**src/shared/vcxo_planner_defs.svh**
```systemverilog
// Constants for the oscillator divider planner
`ifndef VCXO_PLANNER_DEFS_SVH
`define VCXO_PLANNER_DEFS_SVH

// Register offsets
`define OFS_CTRL      12'h000
`define OFS_FOUT      12'h004
`define OFS_STATUS    12'h008
`define OFS_DIVIDERS  12'h00C
`define OFS_FB_FRAC   12'h010
`define OFS_FB_INT    12'h014
`define OFS_GAIN      12'h018

// Field positions
`define CTRL_START_BIT   0
`define STAT_BUSY_BIT    0
`define STAT_DONE_BIT    1
`define STAT_ERROR_BIT   2
`define DIVS_LS_LSB      0
`define DIVS_HS_LSB      8

// Frequencies in Hz
`define FVCO_MIN_HZ      36'h2_83BA_EC00
`define FVCO_MAX_DEFAULT 48'h0003_0E25_37C6
`define FOSC_DEFAULT     28'h918_7DC0
`define GAIN_NUM         38'h13_12D0_0000

// Divider limits
`define HS_MAX           11'h7FE
`define HS_MIN           11'h004
`define HS_ODD_MAX       11'h021
`define LS_MAX_EXP       3'h5

// Rate divisor table
`define FEEDBACK_INTEGER_PART_TH_18      11'h048
`define FEEDBACK_INTEGER_PART_TH_20      11'h04F
`define FEEDBACK_INTEGER_PART_TH_22      11'h056
`define NFX_16           5'h10
`define NFX_18           5'h12
`define NFX_20           5'h14
`define NFX_22           5'h16

// Serial divider
`define DIV_STEPS        7'h42

`endif

```
**src/shared/vcxo_planner_pkg.sv**
```systemverilog
// Types for the oscillator divider planner
package vcxo_planner_pkg;

	typedef enum logic [3:0] {
		ST_IDLE      = 4'b0000,
		ST_HS_LOAD   = 4'b0001,
		ST_DIVIDE    = 4'b0010,
		ST_HS_EVAL   = 4'b0011,
		ST_FVCO      = 4'b0100,
		ST_RANGE     = 4'b0101,
		ST_FB_LOAD   = 4'b0110,
		ST_FB_EVAL   = 4'b0111,
		ST_GAIN_LOAD = 4'b1000,
		ST_GAIN_EVAL = 4'b1001
	} plan_state_type;

	typedef struct packed {
		logic [2:0]  low_speed_divider_exponent;
		logic [10:0] high_speed_divider;
		logic [42:0] feedback_divider_value;
		logic [7:0]  control_adc_full_scale_gain;
	} plan_result_type;

endpackage : vcxo_planner_pkg

```
**src/rtl/vcxo_divider_planner.sv**
```systemverilog
// Divider and gain planner for a programmable VCXO, APB controlled
`timescale 1ns/1ps
`include "vcxo_planner_defs.svh"

module vcxo_divider_planner #(
	parameter logic [47:0] FVCO_MAX_HZ = `FVCO_MAX_DEFAULT,
	parameter logic [27:0] FOSC_HZ     = `FOSC_DEFAULT
) (
	input  wire logic                              pclk,
	input  wire logic                              presetn,
	input  wire logic                              psel,
	input  wire logic                              penable,
	input  wire logic                              pwrite,
	input  wire logic [11:0]                       paddr,
	input  wire logic [31:0]                       pwdata,
	output logic      [31:0]                       prdata,
	output logic                                   pready,
	output logic                                   pslverr,
	output vcxo_planner_pkg::plan_result_type      plan_result,
	output logic                                   plan_done,
	output logic                                   plan_error
);
	import vcxo_planner_pkg::*;

	// ========================================
	// Declarations
	plan_state_type  state_ff;
	plan_state_type  ret_ff;
	plan_result_type result_ff;
	logic [31:0]     prdata_ff;
	logic            pready_ff;
	logic            pslverr_ff;
	logic [31:0]     fout_ff;
	logic            done_ff;
	logic            error_ff;
	logic [2:0]      ls_exp_ff;
	logic [10:0]     hs_ff;
	logic [47:0]     fvco_ff;
	logic [42:0]     fb_ff;
	logic [4:0]      nfx_ff;
	logic [65:0]     dvd_ff;
	logic [41:0]     dvs_ff;
	logic [41:0]     rem_ff;
	logic [65:0]     quo_ff;
	logic [6:0]      div_cnt_ff;
	logic            div_load;
	logic [65:0]     div_dvd;
	logic [41:0]     div_dvs;
	logic [41:0]     hs_dvs;
	logic [41:0]     trial;
	logic [47:0]     fvco_calc;
	logic [4:0]      nxt_nfx;
	logic [10:0]     nxt_hs;
	logic            rd_take;
	logic            wr_take;
	logic            start_req;
	logic [31:0]     rd_data;
	logic            rd_err;

	assign prdata      = prdata_ff;
	assign pready      = pready_ff;
	assign pslverr     = pslverr_ff;
	assign plan_result = result_ff;
	assign plan_done   = done_ff;
	assign plan_error  = error_ff;

	// ========================================
	// APB slave
	assign rd_take   = psel & penable & ~pready_ff;
	assign wr_take   = psel & penable & pready_ff & pwrite;
	assign start_req = wr_take & (paddr == `OFS_CTRL) & pwdata[`CTRL_START_BIT];

	always_comb begin
		rd_data = 32'h0000_0000;
		rd_err  = 1'b0;
		if (paddr == `OFS_CTRL) begin
			rd_data = 32'h0000_0000;
		end else if (paddr == `OFS_FOUT) begin
			rd_data = fout_ff;
		end else if (paddr == `OFS_STATUS) begin
			rd_data[`STAT_BUSY_BIT]  = (state_ff != ST_IDLE);
			rd_data[`STAT_DONE_BIT]  = done_ff;
			rd_data[`STAT_ERROR_BIT] = error_ff;
		end else if (paddr == `OFS_DIVIDERS) begin
			rd_data[`DIVS_LS_LSB +: 3]  = result_ff.low_speed_divider_exponent;
			rd_data[`DIVS_HS_LSB +: 11] = result_ff.high_speed_divider;
		end else if (paddr == `OFS_FB_FRAC) begin
			rd_data = result_ff.feedback_divider_value[31:0];
		end else if (paddr == `OFS_FB_INT) begin
			rd_data[10:0] = result_ff.feedback_divider_value[42:32];
		end else if (paddr == `OFS_GAIN) begin
			rd_data[7:0] = result_ff.control_adc_full_scale_gain;
		end else begin
			rd_err = 1'b1;
		end
	end

	always_ff @(posedge pclk or negedge presetn) begin
		if (!presetn) begin
			pready_ff  <= 1'b0;
			prdata_ff  <= 32'h0000_0000;
			pslverr_ff <= 1'b0;
		end else begin
			pready_ff  <= rd_take;
			prdata_ff  <= (rd_take & ~pwrite) ? rd_data : 32'h0000_0000;
			pslverr_ff <= rd_take & rd_err;
		end
	end

	// Frequency request, refused while planning
	always_ff @(posedge pclk or negedge presetn) begin
		if (!presetn) begin
			fout_ff <= 32'h0000_0000;
		end else if (wr_take && paddr == `OFS_FOUT && state_ff == ST_IDLE) begin
			fout_ff <= pwdata;
		end
	end

	// ========================================
	// Serial divider operands
	always_comb begin
		hs_dvs    = {10'h000, fout_ff} << ls_exp_ff;
		fvco_calc = (48'(fout_ff) * 48'(hs_ff)) << ls_exp_ff;
		div_load  = 1'b0;
		div_dvd   = 66'h0;
		div_dvs   = 42'h0;
		case (state_ff)
			ST_HS_LOAD: begin
				div_load = 1'b1;
				div_dvd  = 66'(`FVCO_MIN_HZ) + 66'(hs_dvs) - 66'h1;
				div_dvs  = hs_dvs;
			end
			ST_FB_LOAD: begin
				div_load = 1'b1;
				div_dvd  = {fvco_ff[33:0], 32'h0000_0000};
				div_dvs  = 42'(FOSC_HZ);
			end
			ST_GAIN_LOAD: begin
				div_load = 1'b1;
				div_dvd  = 66'(`GAIN_NUM) * 66'(nfx_ff) + 66'(fvco_ff[47:1]);
				div_dvs  = 42'(fvco_ff);
			end
			default: begin
			end
		endcase
	end

	// Rate divisor lookup on truncated integer part
	always_comb begin
		if (quo_ff[42:32] < `FEEDBACK_INTEGER_PART_TH_18) begin
			nxt_nfx = `NFX_16;
		end else if (quo_ff[42:32] < `FEEDBACK_INTEGER_PART_TH_20) begin
			nxt_nfx = `NFX_18;
		end else if (quo_ff[42:32] < `FEEDBACK_INTEGER_PART_TH_22) begin
			nxt_nfx = `NFX_20;
		end else begin
			nxt_nfx = `NFX_22;
		end
		nxt_hs = quo_ff[10:0];
		if (quo_ff[10:0] > `HS_ODD_MAX && quo_ff[0]) begin
			nxt_hs = quo_ff[10:0] + 11'h001;
		end
	end

	// ========================================
	// Restoring divider, one quotient bit per cycle
	assign trial = {rem_ff[40:0], dvd_ff[65]};

	always_ff @(posedge pclk or negedge presetn) begin
		if (!presetn) begin
			dvd_ff     <= 66'h0;
			dvs_ff     <= 42'h0;
			rem_ff     <= 42'h0;
			quo_ff     <= 66'h0;
			div_cnt_ff <= 7'h00;
		end else if (div_load) begin
			dvd_ff     <= div_dvd;
			dvs_ff     <= div_dvs;
			rem_ff     <= 42'h0;
			quo_ff     <= 66'h0;
			div_cnt_ff <= `DIV_STEPS;
		end else if (div_cnt_ff != 7'h00) begin
			dvd_ff     <= {dvd_ff[64:0], 1'b0};
			div_cnt_ff <= div_cnt_ff - 7'h01;
			if (trial >= dvs_ff) begin
				rem_ff <= trial - dvs_ff;
				quo_ff <= {quo_ff[64:0], 1'b1};
			end else begin
				rem_ff <= trial;
				quo_ff <= {quo_ff[64:0], 1'b0};
			end
		end
	end

	// ========================================
	// Planning sequence
	always_ff @(posedge pclk or negedge presetn) begin
		if (!presetn) begin
			state_ff  <= ST_IDLE;
			ret_ff    <= ST_IDLE;
			result_ff <= '0;
			done_ff   <= 1'b0;
			error_ff  <= 1'b0;
			ls_exp_ff <= 3'h0;
			hs_ff     <= 11'h000;
			fvco_ff   <= 48'h0;
			fb_ff     <= 43'h0;
			nfx_ff    <= 5'h00;
		end else begin
			case (state_ff)
				ST_IDLE: begin
					if (start_req) begin
						done_ff   <= 1'b0;
						error_ff  <= 1'b0;
						ls_exp_ff <= 3'h0;
						if (fout_ff == 32'h0000_0000) begin
							done_ff  <= 1'b1;
							error_ff <= 1'b1;
						end else begin
							state_ff <= ST_HS_LOAD;
						end
					end
				end
				ST_HS_LOAD: begin
					ret_ff   <= ST_HS_EVAL;
					state_ff <= ST_DIVIDE;
				end
				ST_DIVIDE: begin
					if (div_cnt_ff == 7'h00) begin
						state_ff <= ret_ff;
					end
				end
				ST_HS_EVAL: begin
					if (quo_ff > 66'(`HS_MAX)) begin
						if (ls_exp_ff < `LS_MAX_EXP) begin
							ls_exp_ff <= ls_exp_ff + 3'h1;
							state_ff  <= ST_HS_LOAD;
						end else begin
							done_ff  <= 1'b1;
							error_ff <= 1'b1;
							state_ff <= ST_IDLE;
						end
					end else if (quo_ff[10:0] < `HS_MIN) begin
						done_ff  <= 1'b1;
						error_ff <= 1'b1;
						state_ff <= ST_IDLE;
					end else begin
						hs_ff    <= nxt_hs;
						state_ff <= ST_FVCO;
					end
				end
				ST_FVCO: begin
					fvco_ff  <= fvco_calc;
					state_ff <= ST_RANGE;
				end
				ST_RANGE: begin
					// Upper limit is a parameter so a slower grade may be targeted
					if (fvco_ff < 48'(`FVCO_MIN_HZ) || fvco_ff > FVCO_MAX_HZ) begin
						done_ff  <= 1'b1;
						error_ff <= 1'b1;
						state_ff <= ST_IDLE;
					end else begin
						state_ff <= ST_FB_LOAD;
					end
				end
				ST_FB_LOAD: begin
					ret_ff   <= ST_FB_EVAL;
					state_ff <= ST_DIVIDE;
				end
				ST_FB_EVAL: begin
					fb_ff    <= quo_ff[42:0];
					nfx_ff   <= nxt_nfx;
					state_ff <= ST_GAIN_LOAD;
				end
				ST_GAIN_LOAD: begin
					ret_ff   <= ST_GAIN_EVAL;
					state_ff <= ST_DIVIDE;
				end
				ST_GAIN_EVAL: begin
					result_ff.low_speed_divider_exponent  <= ls_exp_ff;
					result_ff.high_speed_divider          <= hs_ff;
					result_ff.feedback_divider_value      <= fb_ff;
					result_ff.control_adc_full_scale_gain <= quo_ff[7:0];
					done_ff  <= 1'b1;
					state_ff <= ST_IDLE;
				end
				default: begin
					state_ff <= ST_IDLE;
				end
			endcase
		end
	end

	// ========================================
	// Assertions
	a_hs_odd_step: assert property (@(posedge pclk) disable iff (!presetn)
		state_ff == ST_GAIN_EVAL |=> !(result_ff.high_speed_divider > `HS_ODD_MAX
			&& result_ff.high_speed_divider[0]))
		else $error("odd high speed divider above limit");

	a_hs_limits: assert property (@(posedge pclk) disable iff (!presetn)
		state_ff == ST_GAIN_EVAL |-> hs_ff >= `HS_MIN && hs_ff <= `HS_MAX
			&& ls_exp_ff <= `LS_MAX_EXP)
		else $error("divider outside limits");

	a_vco_range: assert property (@(posedge pclk) disable iff (!presetn)
		state_ff == ST_FB_LOAD |-> fvco_ff >= 48'(`FVCO_MIN_HZ) && fvco_ff <= FVCO_MAX_HZ
			&& fvco_ff == $past(fvco_calc, 2))
		else $error("vco frequency out of range");

	a_fb_truncate: assert property (@(posedge pclk) disable iff (!presetn)
		state_ff == ST_FB_EVAL |->
			(80'(quo_ff[42:0]) * 80'(FOSC_HZ) <= {fvco_ff, 32'h0000_0000})
			&& ({fvco_ff, 32'h0000_0000} < 80'(quo_ff[42:0] + 43'h1) * 80'(FOSC_HZ)))
		else $error("feedback divider not truncated quotient");

	a_rate_table: assert property (@(posedge pclk) disable iff (!presetn)
		state_ff == ST_GAIN_LOAD |->
			(fb_ff[42:32] < `FEEDBACK_INTEGER_PART_TH_18 && nfx_ff == `NFX_16)
			|| (fb_ff[42:32] >= `FEEDBACK_INTEGER_PART_TH_18 && fb_ff[42:32] < `FEEDBACK_INTEGER_PART_TH_20 && nfx_ff == `NFX_18)
			|| (fb_ff[42:32] >= `FEEDBACK_INTEGER_PART_TH_20 && fb_ff[42:32] < `FEEDBACK_INTEGER_PART_TH_22 && nfx_ff == `NFX_20)
			|| (fb_ff[42:32] >= `FEEDBACK_INTEGER_PART_TH_22 && nfx_ff == `NFX_22))
		else $error("rate divisor mismatch");

	a_gain_round: assert property (@(posedge pclk) disable iff (!presetn)
		state_ff == ST_GAIN_EVAL |->
			(96'(quo_ff[15:0]) * 96'(fvco_ff) * 96'h2
				<= 96'(`GAIN_NUM) * 96'(nfx_ff) * 96'h2 + 96'(fvco_ff))
			&& (96'(`GAIN_NUM) * 96'(nfx_ff) * 96'h2 + 96'(fvco_ff)
				< 96'(quo_ff[15:0] + 16'h1) * 96'(fvco_ff) * 96'h2))
		else $error("gain not rounded quotient");

	a_start_clears: assert property (@(posedge pclk) disable iff (!presetn)
		state_ff == ST_IDLE && start_req && fout_ff != 32'h0000_0000
			|=> !done_ff && !error_ff && state_ff == ST_HS_LOAD)
		else $error("start not taken");

	a_result_hold: assert property (@(posedge pclk) disable iff (!presetn)
		state_ff != ST_GAIN_EVAL |=> $stable(result_ff))
		else $error("result changed outside completion");

	a_div_time: assert property (@(posedge pclk) disable iff (!presetn)
		state_ff == ST_FB_LOAD |-> ##68 state_ff == ST_FB_EVAL)
		else $error("division length wrong");

	a_apb_pulse: assert property (@(posedge pclk) disable iff (!presetn)
		pready_ff |=> !pready_ff)
		else $error("pready held too long");

	c_plan_ok: cover property (@(posedge pclk) disable iff (!presetn)
		state_ff == ST_GAIN_EVAL);
	c_plan_error: cover property (@(posedge pclk) disable iff (!presetn)
		$rose(error_ff));
	c_low_ratio: cover property (@(posedge pclk) disable iff (!presetn)
		state_ff == ST_GAIN_EVAL && ls_exp_ff != 3'h0);
	c_odd_hs: cover property (@(posedge pclk) disable iff (!presetn)
		state_ff == ST_GAIN_EVAL && hs_ff[0]);

endmodule : vcxo_divider_planner

```
**config.mk**
```make
export PLATFORM = sky130hd
export DESIGN_NAME = vcxo_divider_planner
export DESIGN_NICKNAME = d
export VERILOG_FILES = /design/src/shared/vcxo_planner_pkg.sv /design/src/rtl/vcxo_divider_planner.sv
export VERILOG_INCLUDE_DIRS = /design/src /design/src/shared
export SDC_FILE = /design/constraint.sdc
export NUM_CORES = 2
export LEC_CHECK = 0
export BUFFER_PORTS_ARGS = -buffer_cell sky130_fd_sc_hd__buf_2
export CAP_MARGIN = 10
export CORE_ASPECT_RATIO = 1.25
export CORE_MARGIN = 2
export CORE_UTILIZATION = 60
export CTS_CLUSTER_SIZE = 20
export DETAILED_ROUTE_END_ITERATION = 7
export PLACE_DENSITY = 0.83
export SLEW_MARGIN = 20
export SYNTH_ARGS = -nofsm -noshare
export SYNTH_HDL_FRONTEND = slang
export SYNTH_SLANG_ARGS = --single-unit
```
**constraint.sdc**
```tcl
create_clock -name pclk -period 7.98 [get_ports pclk]
set_input_delay 1.995 -clock pclk [delete_from_list [all_inputs] [get_ports pclk]]
set_output_delay 1.995 -clock pclk [all_outputs]
set_load 0.05 [all_outputs]
```
==> impl_metrics.csv <==
group,metric,value,unit
place,dp_cells,5056,
grt,grt-ovfl-total,0,
final_layout,post_layout_nonfiller_instances,5155,
grt,number_of_global_route_vias_before_repair,33892,
timing,grt_setup_unrepaired,"false",
die,die_height,287,um
timing,final.setup.worst_slack,0.616,ns
critical_path,cp-end-kind,"flip-flop",
logic_synthesis,ys_seq_elements,471,
logic_synthesis,post-synth-top-area-cell,"sky130_fd_sc_hd__dfrtp_1",
status,outcome,"finished clean",
critical_path,worst-endpoint-required,8.45,ns
timing,setup_viol,0,
critical_path,max_stage_delay,1.11,ns
clock_tree,cts-htree-levels,2,
flow_run,max_cap_viol_count,0,
critical_path,worst_setup_path_start_kind,"flip-flop",
worst_hold_path,min-delay-path-class,"reg2reg",
place,globalplace.congestion,1.04,
clock_tree,cts_inserted_buffers,51,
timing,final_min_period_over_clock_period,0.923,
drt,viasPerCell,6.45,
logic_synthesis,synth_top_cells_by_area,"sky130_fd_sc_hd__dfrtp_1 31%, sky130_fd_sc_hd__fa_1 14%, sky130_fd_sc_hd__nand2_1 7.0%",
logic_synthesis,synth_seq_area_share,0.306,
place,port_buffers,149,
grt,grt_start_max_net_pins,185,
timing,report.final.slew_viol_count,0,
power,max-vdd-ir-drop,0.000207,V
clock_tree,clk-insertion-delay-late,0.65,ns
drt,drcViolationCount,0,
clock_tree,ctsHoldBuffers,0,
die,std_cell_rows,103,
drt,drtPass1Iterations,6,
logic_synthesis,synthCells,4267,
timing,layout_min_cycle_time,7.36,ns
die,fp.dieArea,66300,um^2
timing,setup-tns-final,0,ns
critical_path,cp.arrival,7.84,ns
logic_synthesis,async_flop_share,1.00,
logic_synthesis,mean_cell_area_of_the_mapped_netlist,9.04,um^2
grt,first_pass_grt_wire_length,185000,um
critical_path,cp.buffers_inverters,4,
logic_synthesis,synth_warnings,0,
place,place_ws,0.824,ns
logic_synthesis,yosys_most_used_dff,"sky130_fd_sc_hd__dfrtp_1",
critical_path,crit_slowest_cell,"sky130_fd_sc_hd__dfrtp_1",
clock_tree,post_cts_resized,0,
power,powerDensity,140,nW/um^2
grt,grt_antenna_before_repair,2,
die,start_util,0.608,
timing,maxSlewHeadroom,0.217,
clock_tree,cts_num_sinks,471,
timing,max_clock_freq,0.136,GHz
clock_tree,tritoncts,"done",
place,detailed_place_hpwl,84700,um
timing,skew,0.0684,ns
final_layout,nets,4760,
clock_tree,clkSlewWorstSetupHoldPaths,0.07,ns
timing,report.final.hold_viol_count,0,
drt,ant_nets,0,
critical_path,timing.critical_path.cells,"nand2_1 -> fa_1 -> inv_1 -> fa_1 -> fa_1 -> fa_1 -> inv_1 -> fa_1 -> inv_1 -> ha_1 -> a21oi_1 -> o21ai_0 -> o31ai_1 -> a31oi_1 -> buf_4 -> a2111oi_0 -> nor2_1 -> xor2_1 -> mux4_2 -> a221o_1",
die,fp.coreArea,63400,um^2
drt,total_number_of_vias,33246,
logic_synthesis,synth-edff-count,0,
drt,total_detailed_routing_wirelength,118000,um
final_layout,post_route_cells_drive_above_1_share,0.126,
critical_path,worst-setup-path-type,"reg2reg",
drt,drtIter0Drc,3364,
critical_path,cp_common_cell,"sky130_fd_sc_hd__fa_1",
power,static_power_due_to_leakage,0.0201,uW
critical_path,cp_max_fo,27,
clock_tree,clock_path_buffers,3,
die,io-pin-count,150,
logic_synthesis,synth_fp_nets,4756,
timing,tightestPinTransition,1.17,ns
logic_synthesis,syn_area,38600,um^2
logic_synthesis,yosysUniqueCellTypes,89,
clock_tree,cts_setup_buffers,0,
die,die_w,231,um
critical_path,critical_path.top_delay_family,"adder cells",
grt,groute.usage.overall,0.355,
drt,wl_per_cell,22.9,um
clock_tree,clock-root-buffer,"sky130_fd_sc_hd__clkbuf_16",
logic_synthesis,synth_top_cell_area_share,0.306,
final_layout,synthToLayoutAreaGrowth,8.71,%
-- cells by family (layout without fill, tap and decap cells) --
| family | Yosys count | after routing | share of synthesized area |
|---|---|---|---|
| flip-flops | 471 | 471 | 0.306 |
| XOR/XNOR | 140 | 140 | 0.0318 |
| adder cells (fa/ha/maj) | 440 | 440 | 0.196 |
| AO/OA/AOI/OAI | 928 | 928 | 0.152 |
| other | 0 | 3 | 0 |
| buffers and inverters | 622 | 667 | 0.0622 |
| multiplexers | 284 | 284 | 0.0886 |
| AND/OR/NAND/NOR | 1382 | 1382 | 0.164 |
-- through the flow --
stage	util	total power (uW)	hold slack (ns)	instance area, um^2
finish	0.661	5880	0.491	41900
global route	0.661	6040	0.515	41900
CTS	0.660	5870	0.492	41900
detailed placement	0.630	3200	0.477	39900
global placement	0.630	3180	0.461	39900
floorplan	-	2980	0.440	38600
-- report_power, final --
part | leakage, uW | internal, uW | switching (uW)
Combinational | 0.0126 | 171 | 505
Clock | 0.000933 | 1590 | 1100
Sequential | 0.00657 | 2460 | 47.0
Total | 0.0201 | 4230 | 1650
-- cell usage after synthesis (17+ instances only) --
cell type	instances
sky130_fd_sc_hd__mux2_2	148
sky130_fd_sc_hd__a221oi_1	28
sky130_fd_sc_hd__o21ai_0	214
sky130_fd_sc_hd__a22oi_1	30
sky130_fd_sc_hd__nand2b_1	20
sky130_fd_sc_hd__a211oi_1	26
sky130_fd_sc_hd__nand3_1	47
sky130_fd_sc_hd__a22o_1	20
sky130_fd_sc_hd__fa_1	274
sky130_fd_sc_hd__dfrtp_1	471
sky130_fd_sc_hd__or3_1	18
sky130_fd_sc_hd__a21o_1	54
sky130_fd_sc_hd__nor3_1	43
sky130_fd_sc_hd__inv_1	350
sky130_fd_sc_hd__nand4_1	26
sky130_fd_sc_hd__ha_1	166
sky130_fd_sc_hd__nor4_1	30
sky130_fd_sc_hd__o221ai_1	32
sky130_fd_sc_hd__and3_1	21
sky130_fd_sc_hd__nor2b_1	17
sky130_fd_sc_hd__xnor2_1	77
sky130_fd_sc_hd__buf_1	25
sky130_fd_sc_hd__a21oi_1	312
sky130_fd_sc_hd__a31oi_1	33
sky130_fd_sc_hd__o21a_1	21
sky130_fd_sc_hd__mux4_2	31
sky130_fd_sc_hd__clkbuf_1	230
sky130_fd_sc_hd__and2_1	163
sky130_fd_sc_hd__nor2_1	211
sky130_fd_sc_hd__mux2i_1	105
sky130_fd_sc_hd__nand2_1	719
sky130_fd_sc_hd__xor2_1	63
-- layout make-up --
class | instances | area [um^2]
diodes | 3 | 7.51
clock buffers | 61 | 1390
clock inverters | 33 | 538
fillers | 4953 | 21500
inverters | 353 | 1330
multi-input cells | 3174 | 24500
flip-flops and latches | 471 | 11800
well taps | 840 | 1050
repair buffers | 220 | 1350
-- state kept, by name, summed over array words and instances (netlist names) --
name / count
state_ff: 4
plan_done: 1
fout_ff: 32
dvs_ff: 42
plan_error: 1
pready: 1
rem_ff: 41
ret_ff: 4
quo_ff: 66
dvd_ff: 66
ls_exp_ff: 3
nfx_ff: 3
hs_ff: 11
prdata: 32
plan_result: 65
fb_ff: 43
div_cnt_ff: 7
pslverr: 1
fvco_ff: 48
-- routing by layer --
metal,track usage,vias to the layer above,wire length (um),part of all wire
met5,0,-,0,0
met4,0.235,0,9200,0.078
met3,0.0742,539,11100,0.094
met2,0.578,1963,55200,0.47
met1,0.428,16212,42400,0.36
li1,-,14532,-,-
-- cells in the final DEF, fill, tap and decap left out, types with 67 or more instances in the layout --
cell type / netlist / layout
sky130_fd_sc_hd__buf_4: 2 / 67
sky130_fd_sc_hd__xnor2_1: 77 / 77
sky130_fd_sc_hd__dfrtp_1: 471 / 467
sky130_fd_sc_hd__inv_1: 350 / 350
sky130_fd_sc_hd__nand2_1: 719 / 718
sky130_fd_sc_hd__mux2i_1: 105 / 105
sky130_fd_sc_hd__buf_2: 7 / 148
sky130_fd_sc_hd__o21ai_0: 214 / 214
sky130_fd_sc_hd__ha_1: 166 / 166
sky130_fd_sc_hd__fa_1: 274 / 274
sky130_fd_sc_hd__and2_1: 163 / 162
sky130_fd_sc_hd__nor2_1: 211 / 207
sky130_fd_sc_hd__mux2_2: 148 / 148
sky130_fd_sc_hd__a21oi_1: 312 / 312
-- worst register-to-register path, cell delays in order, from the launching register on --
cell	delay [ns]
sky130_fd_sc_hd__dfrtp_1	1.11
sky130_fd_sc_hd__nand2_1	0.24
sky130_fd_sc_hd__fa_1	0.60
sky130_fd_sc_hd__inv_1	0.06
sky130_fd_sc_hd__fa_1	0.46
sky130_fd_sc_hd__fa_1	0.52
sky130_fd_sc_hd__fa_1	0.55
sky130_fd_sc_hd__inv_1	0.06
sky130_fd_sc_hd__fa_1	0.55
sky130_fd_sc_hd__inv_1	0.05
sky130_fd_sc_hd__ha_1	0.38
sky130_fd_sc_hd__a21oi_1	0.25
sky130_fd_sc_hd__o21ai_0	0.21
sky130_fd_sc_hd__o31ai_1	0.27
sky130_fd_sc_hd__a31oi_1	0.08
sky130_fd_sc_hd__buf_4	0.17
sky130_fd_sc_hd__a2111oi_0	0.41
sky130_fd_sc_hd__nor2_1	0.19
sky130_fd_sc_hd__xor2_1	0.20
sky130_fd_sc_hd__mux4_2	0.50
sky130_fd_sc_hd__a221o_1	0.32
-- path summary, 6_finish.rpt --
path                           from        endpoint  slack, ns  depth (start not counted)
max                        hs_ff[7]     fvco_ff[45]       0.62                         20
min in group asynchronous   presetn       rem_ff[4]       1.35                          1
max in group asynchronous   presetn  plan_result[3]       5.09                          3
min reg2reg                fb_ff[1]        fb_ff[1]       0.49                          2
min                        fb_ff[1]        fb_ff[1]       0.49                          2
max reg2reg                hs_ff[7]     fvco_ff[45]       0.62                         20
Note: power is estimated with default switching activity, not from simulation.
